===== src/logic/adc_ctrl_pkg.sv =====
// constants shared by the sigma-delta converter control block
package adc_ctrl_pkg;
    // register byte offsets
    localparam int         ADDR_W     = 8;
    localparam logic [7:0] OFS_CONFIG = 8'h00;
    localparam logic [7:0] OFS_POWER  = 8'h04;
    localparam logic [7:0] OFS_EXC    = 8'h08;
    localparam logic [7:0] OFS_STATUS = 8'h0c;
    localparam logic [7:0] OFS_DATA   = 8'h10;
    // config register fields
    localparam int RANGE_LSB = 0;
    localparam int RANGE_W   = 3;
    localparam int UNI_BIT   = 3;
    localparam int CHAN_LSB  = 4;
    localparam int CHAN_W    = 3;
    localparam int SF_LSB    = 8;
    localparam int SF_W      = 8;
    // power register fields
    localparam int PWR_BIT  = 0;
    localparam int KEEP_BIT = 1;
    // excitation register fields
    localparam int NUM_SRC = 3;
    localparam int EN_LSB  = 0;
    localparam int SEL_LSB = 4;
    // status register bits
    localparam int ST_RDY    = 0;
    localparam int ST_LOCK   = 1;
    localparam int ST_OSC    = 2;
    localparam int ST_SETTLE = 3;
    // reset values
    localparam logic [2:0] RANGE_RST = 3'h0;
    localparam logic       UNI_RST   = 1'h1;
    localparam logic [2:0] CHAN_RST  = 3'h0;
    localparam logic [7:0] SF_RST    = 8'h44;
    localparam logic       PWR_RST   = 1'h1;
    localparam logic       KEEP_RST  = 1'h0;
    // source currents in microamps
    localparam logic [9:0] I_A_UA = 10'h0c8;
    localparam logic [9:0] I_B_UA = 10'h0c8;
    localparam logic [9:0] I_C_UA = 10'h019;
    // clocking
    localparam longint CLK_HZ   = 100_000_000;
    localparam longint XTAL_HZ  = 32_768;
    localparam longint OP_HZ    = 4_194_304;
    localparam int     PLL_MULT = int'(OP_HZ / XTAL_HZ);
    localparam logic [31:0] NCO_INC = 32'((OP_HZ << 32) / CLK_HZ);
    localparam int     OSC_START_MS  = 300;
    localparam int     OSC_START_CYC = int'(OSC_START_MS * (CLK_HZ / 1000));
    // filter timing in modulator samples
    localparam logic [4:0] SAMPLES_PER_SF = 5'h18;
    localparam logic [7:0] SF_MIN         = 8'h0d;
    localparam logic [1:0] SETTLE_CONV    = 2'h3;
    // output coding
    localparam int              SAMPLE_W  = 24;
    localparam int              CODE_W    = 16;
    localparam int              UNI_SHIFT = 7;
    localparam int              BIP_SHIFT = 8;
    localparam logic signed [31:0] CODE_MID = 32'sh0000_8000;
    localparam logic signed [31:0] CODE_MAX = 32'sh0000_ffff;
    localparam logic [2:0]      HSIZE_WORD = 3'h2;
    // oscillator and power state, gray along off-start-run
    typedef enum logic [1:0] {
        OSC_OFF   = 2'b00,
        OSC_START = 2'b01,
        OSC_RUN   = 2'b11,
        OSC_HOLD  = 2'b10
    } osc_state_t;
endpackage


===== src/logic/adc_ctrl.sv =====
// control, clocking and result coding around a 16-bit sigma-delta channel
// Contract
// - eight gain ranges, 20 mV to 2.56 V full scale, unipolar or bipolar
// - gain is 1 on widest range, 128 on narrowest, powers of two between
// - polarity bit changes only the output coding, not the signal path
// - unipolar coding is straight binary from zeros to all ones
// - unipolar code is input times gain times 2^16 over 1.024 Vref
// - bipolar coding is offset binary, zero input gives midscale
// - bipolar code is 2^15 times one plus input times gain over 1.024 Vref
// - three enabled sources: two of 200 uA, one of 25 uA
// - each source steers to either pin; totals 400, 225 or 425 uA possible
// - pll locks to crystal multiple giving a 4.194304 MHz operating clock
// - the modulator samples at the crystal rate
// - keep-alive bit keeps oscillator running in power-down, no 300 ms wait
// - reset clears logic, filter, modulator and all registers to defaults
// - during reset ready output is high and register accesses are ignored
// - writing 0 to power-up bit powers down, keeping registers and result
// - power-down keeps the bus working but forces ready output high
// - filter rate word ffh gives slowest update rate of 5.35 Hz
// - new result sets ready flag, mirrored low on ready output
// - no valid result after channel change until filter has settled
`timescale 1ns/1ns
module adc_ctrl #(
    parameter int unsigned OSC_START_CYCLES = adc_ctrl_pkg::OSC_START_CYC
) (
    // clock and reset
    input  wire  logic                             mclk,
    input  wire  logic                             rst_n,
    // ahb-lite slave
    input  wire  logic                             hsel,
    input  wire  logic [adc_ctrl_pkg::ADDR_W-1:0]  haddr,
    input  wire  logic [1:0]                       htrans,
    input  wire  logic                             hwrite,
    input  wire  logic [2:0]                       hsize,
    input  wire  logic [31:0]                      hwdata,
    input  wire  logic                             hready,
    output logic       [31:0]                      hrdata,
    output logic                                   hreadyout,
    output logic                                   hresp,
    // crystal and modulator
    input  wire  logic                             xtal_in,
    input  wire  logic signed [adc_ctrl_pkg::SAMPLE_W-1:0] mod_sample,
    output logic                                   osc_en,
    output logic                                   mod_en,
    output logic                                   pll_lock,
    output logic                                   op_tick,
    // analogue front-end controls
    output logic       [7:0]                       gain,
    output logic       [adc_ctrl_pkg::CHAN_W-1:0]  channel,
    output logic       [adc_ctrl_pkg::NUM_SRC-1:0] current_src_en,
    output logic       [adc_ctrl_pkg::NUM_SRC-1:0] current_src_to_b,
    output logic       [9:0]                       current_pin_a,
    output logic       [9:0]                       current_pin_b,
    // result and ready
    output logic       [adc_ctrl_pkg::CODE_W-1:0]  result,
    output logic                                   ready_n
);
    import adc_ctrl_pkg::*;

    // scale, code and clamp one filtered sample
    function automatic logic [CODE_W-1:0] code_calc(
        input logic signed [SAMPLE_W-1:0] s,
        input logic [RANGE_W-1:0] rng,
        input logic polarity_select
    );
        logic signed [31:0] p;
        logic signed [31:0] c;
        p = 32'(s) <<< rng;
        if (polarity_select) begin
            c = p >>> UNI_SHIFT;
        end else begin
            c = (p >>> BIP_SHIFT) + CODE_MID;
        end
        if (c < 0) begin
            code_calc = '0;
        end else if (c > CODE_MAX) begin
            code_calc = '1;
        end else begin
            code_calc = c[CODE_W-1:0];
        end
    endfunction

    logic       [RANGE_W-1:0] range_q;
    logic                     uni_q;
    logic       [SF_W-1:0]    sf_q;
    logic                     pwr_q;
    logic                     keep_q;
    logic                     wr_q;
    logic                     rd_q;
    logic       [ADDR_W-1:0]  addr_q;
    logic                     rdy_q;
    logic       [1:0]         settle_q;
    logic       [12:0]        samp_q;
    logic       [31:0]        nco_q;
    logic       [7:0]         opcnt_q;
    logic       [31:0]        start_q;
    logic       [2:0]         xs_q;
    osc_state_t               st_q;
    logic                     xtal_rise;
    logic                     converting;
    logic                     conv_done;
    logic                     data_rd;
    logic       [12:0]        conv_len;
    logic       [SF_W-1:0]    sf_eff;
    logic       [32:0]        nco_sum;
    logic       [31:0]        rd_word;

    // bus strobes and conversion timing
    assign xtal_rise  = xs_q[1] & ~xs_q[2] & osc_en;
    // no conversion ends once power-down is written, so the result stays put
    assign converting = (st_q == OSC_RUN) & pwr_q & pll_lock;
    assign sf_eff     = (sf_q < SF_MIN) ? SF_MIN : sf_q;
    assign conv_len   = 13'(sf_eff * SAMPLES_PER_SF);
    assign conv_done  = converting & xtal_rise & (samp_q == conv_len - 13'h1);
    assign data_rd    = rd_q & (addr_q == OFS_DATA);
    assign nco_sum    = {1'b0, nco_q} + {1'b0, NCO_INC};

    // ahb-lite address and data phase tracking, one wait state on reads
    always_ff @(posedge mclk) begin
        if (!rst_n) begin
            wr_q      <= 1'b0;
            rd_q      <= 1'b0;
            addr_q    <= '0;
            hreadyout <= 1'b1;
            hresp     <= 1'b0;
            hrdata    <= '0;
        end else begin
            wr_q <= 1'b0;
            rd_q <= 1'b0;
            if (rd_q) begin
                hrdata    <= rd_word;
                hreadyout <= 1'b1;
            end
            if (hsel && htrans[1] && hready) begin
                addr_q <= haddr;
                wr_q   <= hwrite && (hsize == HSIZE_WORD);
                rd_q   <= !hwrite;
                if (!hwrite) begin
                    hreadyout <= 1'b0;
                end
            end
        end
    end

    // read mux, unmapped offsets read zero
    always_comb begin
        rd_word = '0;
        unique case (addr_q)
            OFS_CONFIG: begin
                rd_word[RANGE_LSB +: RANGE_W] = range_q;
                rd_word[UNI_BIT]              = uni_q;
                rd_word[CHAN_LSB +: CHAN_W]   = channel;
                rd_word[SF_LSB +: SF_W]       = sf_q;
            end
            OFS_POWER: begin
                rd_word[PWR_BIT]  = pwr_q;
                rd_word[KEEP_BIT] = keep_q;
            end
            OFS_EXC: begin
                rd_word[EN_LSB +: NUM_SRC]  = current_src_en;
                rd_word[SEL_LSB +: NUM_SRC] = current_src_to_b;
            end
            OFS_STATUS: begin
                rd_word[ST_RDY]    = rdy_q;
                rd_word[ST_LOCK]   = pll_lock;
                rd_word[ST_OSC]    = (st_q == OSC_RUN) | (st_q == OSC_HOLD);
                rd_word[ST_SETTLE] = (settle_q != 2'h0);
            end
            OFS_DATA: rd_word[CODE_W-1:0] = result;
            default: rd_word = '0;
        endcase
    end

    // configuration registers, all return to defaults in reset
    always_ff @(posedge mclk) begin
        if (!rst_n) begin
            range_q          <= RANGE_RST;
            uni_q            <= UNI_RST;
            channel          <= CHAN_RST;
            sf_q             <= SF_RST;
            pwr_q            <= PWR_RST;
            keep_q           <= KEEP_RST;
            current_src_en   <= '0;
            current_src_to_b <= '0;
        end else if (wr_q) begin
            unique case (addr_q)
                OFS_CONFIG: begin
                    range_q <= hwdata[RANGE_LSB +: RANGE_W];
                    uni_q   <= hwdata[UNI_BIT];
                    channel <= hwdata[CHAN_LSB +: CHAN_W];
                    sf_q    <= hwdata[SF_LSB +: SF_W];
                end
                OFS_POWER: begin
                    pwr_q  <= hwdata[PWR_BIT];
                    keep_q <= hwdata[KEEP_BIT];
                end
                OFS_EXC: begin
                    current_src_en   <= hwdata[EN_LSB +: NUM_SRC];
                    current_src_to_b <= hwdata[SEL_LSB +: NUM_SRC];
                end
                default: ;
            endcase
        end
    end

    // gain and pin current totals
    always_ff @(posedge mclk) begin
        if (!rst_n) begin
            gain          <= 8'h01;
            current_pin_a <= '0;
            current_pin_b <= '0;
        end else begin
            gain <= 8'(9'h001 << range_q);
            current_pin_a <=
                (current_src_en[0] & ~current_src_to_b[0] ? I_A_UA : 10'h000) +
                (current_src_en[1] & ~current_src_to_b[1] ? I_B_UA : 10'h000) +
                (current_src_en[2] & ~current_src_to_b[2] ? I_C_UA : 10'h000);
            current_pin_b <=
                (current_src_en[0] & current_src_to_b[0] ? I_A_UA : 10'h000) +
                (current_src_en[1] & current_src_to_b[1] ? I_B_UA : 10'h000) +
                (current_src_en[2] & current_src_to_b[2] ? I_C_UA : 10'h000);
        end
    end

    // crystal pin synchroniser and edge detect
    always_ff @(posedge mclk) begin
        if (!rst_n) begin
            xs_q <= '0;
        end else begin
            xs_q <= {xs_q[1:0], xtal_in};
        end
    end

    // oscillator power state with start-up wait
    always_ff @(posedge mclk) begin
        if (!rst_n) begin
            st_q    <= OSC_OFF;
            start_q <= '0;
            osc_en  <= 1'b0;
            mod_en  <= 1'b0;
        end else begin
            osc_en <= pwr_q | keep_q | (st_q == OSC_HOLD);
            mod_en <= converting;
            unique case (st_q)
                OSC_OFF: begin
                    start_q <= '0;
                    if (pwr_q) st_q <= OSC_START;
                end
                OSC_START: begin
                    start_q <= start_q + 32'h1;
                    if (!pwr_q && !keep_q) begin
                        st_q <= OSC_OFF;
                    end else if (start_q >= OSC_START_CYCLES - 1) begin
                        st_q <= pwr_q ? OSC_RUN : OSC_HOLD;
                    end
                end
                OSC_RUN: begin
                    if (!pwr_q) st_q <= keep_q ? OSC_HOLD : OSC_OFF;
                end
                OSC_HOLD: begin
                    if (pwr_q) begin
                        st_q <= OSC_RUN;
                    end else if (!keep_q) begin
                        st_q <= OSC_OFF;
                    end
                end
            endcase
        end
    end

    // operating clock synthesis and lock check against the crystal
    always_ff @(posedge mclk) begin
        if (!rst_n) begin
            nco_q    <= '0;
            op_tick  <= 1'b0;
            opcnt_q  <= '0;
            pll_lock <= 1'b0;
        end else begin
            nco_q   <= nco_sum[31:0];
            op_tick <= nco_sum[32];
            if (st_q == OSC_OFF || st_q == OSC_START) begin
                opcnt_q  <= '0;
                pll_lock <= 1'b0;
            end else if (xtal_rise) begin
                opcnt_q  <= '0;
                pll_lock <= (opcnt_q >= 8'(PLL_MULT - 1))
                          && (opcnt_q <= 8'(PLL_MULT + 1));
            end else if (nco_sum[32] && opcnt_q != 8'hff) begin
                opcnt_q <= opcnt_q + 8'h01;
            end
        end
    end

    // decimation count at crystal rate, settling after channel change
    always_ff @(posedge mclk) begin
        if (!rst_n) begin
            samp_q   <= '0;
            settle_q <= SETTLE_CONV;
        end else begin
            if (!converting) begin
                samp_q <= '0;
            end else if (xtal_rise) begin
                samp_q <= conv_done ? 13'h0 : samp_q + 13'h1;
            end
            if (wr_q && addr_q == OFS_CONFIG && hwdata[CHAN_LSB +: CHAN_W] != channel) begin
                settle_q <= SETTLE_CONV;
                samp_q   <= '0;
            end else if (conv_done && settle_q != 2'h0) begin
                settle_q <= settle_q - 2'h1;
            end
        end
    end

    // result word and ready flag; a new result beats a data read
    always_ff @(posedge mclk) begin
        if (!rst_n) begin
            result <= '0;
            rdy_q  <= 1'b0;
        end else begin
            if (conv_done && settle_q == 2'h0) begin
                result <= code_calc(mod_sample, range_q, uni_q);
                rdy_q  <= 1'b1;
            end else if (data_rd) begin
                rdy_q <= 1'b0;
            end
        end
    end

    // ready pin, held high in reset and power-down
    always_ff @(posedge mclk) begin
        if (!rst_n) begin
            ready_n <= 1'b1;
        end else begin
            ready_n <= ~(rdy_q & pwr_q);
        end
    end
endmodule // adc_ctrl


===== config.mk =====
export PLATFORM = sky130hd
export DESIGN_NAME = adc_ctrl
export DESIGN_NICKNAME = d
export VERILOG_FILES = /design/src/logic/adc_ctrl_pkg.sv /design/src/logic/adc_ctrl.sv
export SDC_FILE = /design/constraint.sdc
export NUM_CORES = 1
export LEC_CHECK = 0
export BUFFER_PORTS_ARGS = -buffer_cell sky130_fd_sc_hd__buf_2
export CORE_MARGIN = 1
export CORE_UTILIZATION = 34
export DETAILED_ROUTE_END_ITERATION = 10
export SYNTH_ARGS = -nofsm -noshare
export SYNTH_HDL_FRONTEND = slang
export SYNTH_SLANG_ARGS = --single-unit

===== constraint.sdc =====
create_clock -name mclk -period 4.6 [get_ports mclk]
set_input_delay 0.46 -clock mclk [delete_from_list [all_inputs] [get_ports mclk]]
set_output_delay 0.46 -clock mclk [all_outputs]
set_load 0.05 [all_outputs]

==> impl_summary.log <==
INFO  metric ys_seq_area_frac = 0.383
INFO  metric insertedDiodeCount = 0
INFO  metric overflow_left_after_global_routing = 0
INFO  metric netlist_instances = 1156
INFO  metric cts_max_level = 4
INFO  metric root_buffer = sky130_fd_sc_hd__clkbuf_16
INFO  metric timing.max_slew.rel_slack = 0.289
INFO  metric vias_in_the_first_global_route = 7496
INFO  metric power.switching_fraction = 0.278
INFO  metric slew_viol_final = 0
INFO  metric final_core_util = 0.404
INFO  metric portBuffers = 127
INFO  metric timing_worst_setup_path_type = reg -> reg
INFO  metric critPathLaunchType = register
INFO  metric internal_power = 2650 µW
INFO  metric cts_setup_buffers = 0
INFO  metric floorplan.die.width = 172 µm
INFO  metric drt_first_iter_violations = 432
INFO  metric antenna_violations_before_repair = 0
INFO  metric synth_largest_area_cell = sky130_fd_sc_hd__dfxtp_1
INFO  metric drv_cap = 0
INFO  metric cell_depth_of_the_worst_min_delay_path = 2
INFO  metric setup_viol = 0
INFO  metric p_per_area = 324 nW/µm²
INFO  metric placementRows = 61
INFO  metric grt_start_max_net_pins = 72
INFO  metric syn-mean-instance-area = 8.51 µm²
INFO  metric last_weighted_congestion_value_of_the_routability_driven_placer = 0.842
INFO  metric fill_cell_count = 2882
INFO  metric clkTransAtPathRegs = 0.08 ns
INFO  metric multiInputGateArea = 5650 µm²
INFO  metric cts_hold_buffers = 0
INFO  metric grtUsageTotal = 0.166
INFO  metric die_height = 172 µm
INFO  metric later_pin_clock_latency_in_the_skew_report = 0.43 ns
INFO  metric synthDistinctLibCells = 78
INFO  metric dr.pass1.iters = 5
INFO  metric start_util = 0.350
INFO  metric drcViolationCount = 0
INFO  metric detail_route.vias_per_cell = 4.95
INFO  metric post-route-period-util = 0.928
INFO  metric final-seq-area = 3760 µm²
INFO  metric worst_slew_pin_tran = 1.07 ns
INFO  metric period_minus_slack = 4.27 ns
INFO  metric rsz0062_at_grt = false
INFO  metric fmax = 234 MHz
INFO  metric p_clk_frac = 0.405
INFO  metric rr_worst_depth = 17
INFO  metric synth_top_cell_area_share = 0.383
INFO  metric hold_path_class = in -> reg
INFO  metric postCtsResizedCells = 0
INFO  metric worst-endpoint-arrival = 4.59 ns
INFO  metric ys.flop_type = sky130_fd_sc_hd__dfxtp_1
INFO  metric finish.net_count = 1362
INFO  metric power.share.combinational = 0.113
INFO  metric critical_path_data_required_time = 4.92 ns
INFO  metric max-clock-path-buffers = 2
INFO  metric cts_tree = done
INFO  metric drive_above_1_share = 0.166
INFO  metric numCtsBuffers = 17
INFO  metric leakage = 0.00460 µW
INFO  metric post_synth_edffs = 0
INFO  metric synth_area_leaders = sky130_fd_sc_hd__dfxtp_1, sky130_fd_sc_hd__nor2_1, sky130_fd_sc_hd__nand2_1
INFO  metric postSynthRegisterBits = 188
INFO  metric grt_first_pass_wirelength = 38700 µm
INFO  metric timing.critical_path.fanout_max = 16
INFO  metric num_vias = 8168
INFO  metric timing.critical_path.to_type = register
INFO  metric power.sequential.fraction = 0.482
INFO  metric floorplan.die_area = 29600 µm²
INFO  metric placeableCoreArea = 28100 µm²
INFO  metric areaGrowthSynthToFinish = 15.3%
INFO  metric clock-skew-final = 0.0114 ns
INFO  metric routed_wirelength = 23900 µm
INFO  metric clkSinkCount = 188
INFO  metric syn_area = 9840 µm²
INFO  metric outcome = completed
INFO  metric ant_nets = 0
INFO  metric yosysWarnings = 0
INFO  metric finalHoldViolCount = 0
INFO  metric ios = 167
INFO  metric drt-wirelength-per-cell = 14.5 µm
INFO  metric timing.setup.tns = 0 ns
INFO  metric synth-async-reset-ratio = 0
INFO  metric power.switching = 1020 µW
INFO  metric ir_drop = 0.000225 V
INFO  metric hpwlAfterDp = 17600 µm
[power groups by stage]
stage	Combinational [µW]	Sequential, µW	Clock (µW)
final	416	1770	1490
after detailed placement	414	1800	0
after global routing	466	1780	1600
after CTS	418	1770	1520
after floorplan	329	1800	0
after global placement	409	1800	0
[area by class of cell]
| cell class | count | area share |
|---|---|---|
| clock buffers | 19 | 0.0391 |
| clock inverters | 13 | 0.0137 |
| inverters | 28 | 0.00927 |
| multi-input cells | 883 | 0.498 |
| flip-flops and latches | 188 | 0.332 |
| well taps | 378 | 0.0417 |
| repair buffers | 142 | 0.0660 |
[metrics by stage]
stage          hold WS, ns  total power [µW]  setup WS (ns)  std cells  cell area [µm²]
6_report             0.250              3670          0.331       1651            11300
5_1_grt              0.233              3850         0.0298       1651            11300
4_1_cts              0.229              3710          0.117       1651            11300
3_5_place_dp         0.444              2220          0.134       1619            10700
3_3_place_gp         0.438              2210          0.196       1619            10700
2_1_floorplan        0.380              2120          0.374       1176             9910
[per-layer routing]
layer	GRT usage	vias up	part of all wire
met3	0.0320	19	0.038
met4	0.0408	0	0.012
met1	0.222	3818	0.49
li1	-	4166	-
met5	0	-	0
met2	0.272	165	0.46
[flip-flops by register name, indices dropped and copies added, names as in the netlist, 8 cells and up]
register	flops
nco_q	32
current_pin_b	8
opcnt_q	8
current_pin_a	8
addr_q	8
result	16
samp_q	13
hrdata	16
gain	8
start_q	32
sf_q	8
[critical path: stages, from the launching register on]
cell and delay (ns):
sky130_fd_sc_hd__dfxtp_1 0.34, sky130_fd_sc_hd__inv_1 0.10, sky130_fd_sc_hd__ha_1 0.15, sky130_fd_sc_hd__nor3b_2 0.34, sky130_fd_sc_hd__nand2_1 0.09, sky130_fd_sc_hd__nand2_1 0.16
sky130_fd_sc_hd__inv_1 0.08, sky130_fd_sc_hd__ha_1 0.33, sky130_fd_sc_hd__a211oi_4 0.31, sky130_fd_sc_hd__nor4b_1 0.09, sky130_fd_sc_hd__or3b_1 0.48, sky130_fd_sc_hd__nor4b_4 0.37
sky130_fd_sc_hd__xnor2_1 0.10, sky130_fd_sc_hd__or3_4 0.36, sky130_fd_sc_hd__a211oi_4 0.29, sky130_fd_sc_hd__a21oi_2 0.09, sky130_fd_sc_hd__buf_4 0.23, sky130_fd_sc_hd__a22o_1 0.25
[logic make-up (layout without fill, tap and decap cells)]
logic type               Yosys count  in the layout  share of synthesized area
AND/OR/NAND/NOR                  480            480                      0.230
AO/OA/AOI/OAI                    197            197                      0.138
flip-flops                       188            188                      0.383
buffers and inverters            105            202                     0.0511
XOR/XNOR                          91             91                     0.0826
multiplexers                      67             67                     0.0787
adder cells (fa/ha/maj)           27             27                     0.0366
other                              1             21                   0.000381
[Yosys cell counts, types with 14 or more instances]
master                     count
sky130_fd_sc_hd__nand2_1     150
sky130_fd_sc_hd__and3_1       20
sky130_fd_sc_hd__xor2_1       47
sky130_fd_sc_hd__mux2i_1      47
sky130_fd_sc_hd__a21oi_1      55
sky130_fd_sc_hd__xnor2_1      43
sky130_fd_sc_hd__a211oi_1     18
sky130_fd_sc_hd__and2_1       17
sky130_fd_sc_hd__nand4_1      14
sky130_fd_sc_hd__nor3_1       22
sky130_fd_sc_hd__ha_1         24
sky130_fd_sc_hd__dfxtp_1     188
sky130_fd_sc_hd__nor2_1      152
sky130_fd_sc_hd__nand3_1      29
sky130_fd_sc_hd__o21ai_0      31
sky130_fd_sc_hd__nand2b_1     15
sky130_fd_sc_hd__a22o_1       20
sky130_fd_sc_hd__buf_4        21
sky130_fd_sc_hd__clkbuf_1     39
sky130_fd_sc_hd__inv_1        27
[cells in the final DEF, fill, tap and decap left out, types with 5 or more instances in the layout]
cell and n:
sky130_fd_sc_hd__o21ai_1 6, sky130_fd_sc_hd__nor2b_1 8, sky130_fd_sc_hd__nand2b_1 15, sky130_fd_sc_hd__a21oi_1 55, sky130_fd_sc_hd__dfxtp_1 187, sky130_fd_sc_hd__ha_1 24
sky130_fd_sc_hd__mux2i_1 47, sky130_fd_sc_hd__mux2_2 10, sky130_fd_sc_hd__nand3_1 29, sky130_fd_sc_hd__buf_2 127, sky130_fd_sc_hd__conb_1 21, sky130_fd_sc_hd__o211ai_1 6
sky130_fd_sc_hd__or2_2 6, sky130_fd_sc_hd__nor3_1 22, sky130_fd_sc_hd__inv_1 26, sky130_fd_sc_hd__mux4_2 7, sky130_fd_sc_hd__nor2_1 152, sky130_fd_sc_hd__or3_1 12
sky130_fd_sc_hd__nand4_1 14, sky130_fd_sc_hd__buf_4 15, sky130_fd_sc_hd__nand2_1 150, sky130_fd_sc_hd__o22ai_1 5, sky130_fd_sc_hd__clkbuf_16 17, sky130_fd_sc_hd__a31oi_1 5
sky130_fd_sc_hd__xnor2_1 43, sky130_fd_sc_hd__a211oi_1 18, sky130_fd_sc_hd__o21ai_0 30, sky130_fd_sc_hd__a22o_1 20, sky130_fd_sc_hd__and4_1 6, sky130_fd_sc_hd__and2_1 17
sky130_fd_sc_hd__xor2_1 47, sky130_fd_sc_hd__a22oi_1 9, sky130_fd_sc_hd__and3_1 20
[final timing paths]
kind	startpoint	to	slack, ns
worst max-delay path	sf_q[6]	result[2]	0.33
worst min-delay path	xtal_in	xs_q[0]	0.25
worst max register to register	sf_q[6]	result[2]	0.33
worst min register to register	hreadyout	hreadyout	0.45
(Power assumes the default switching activity.)
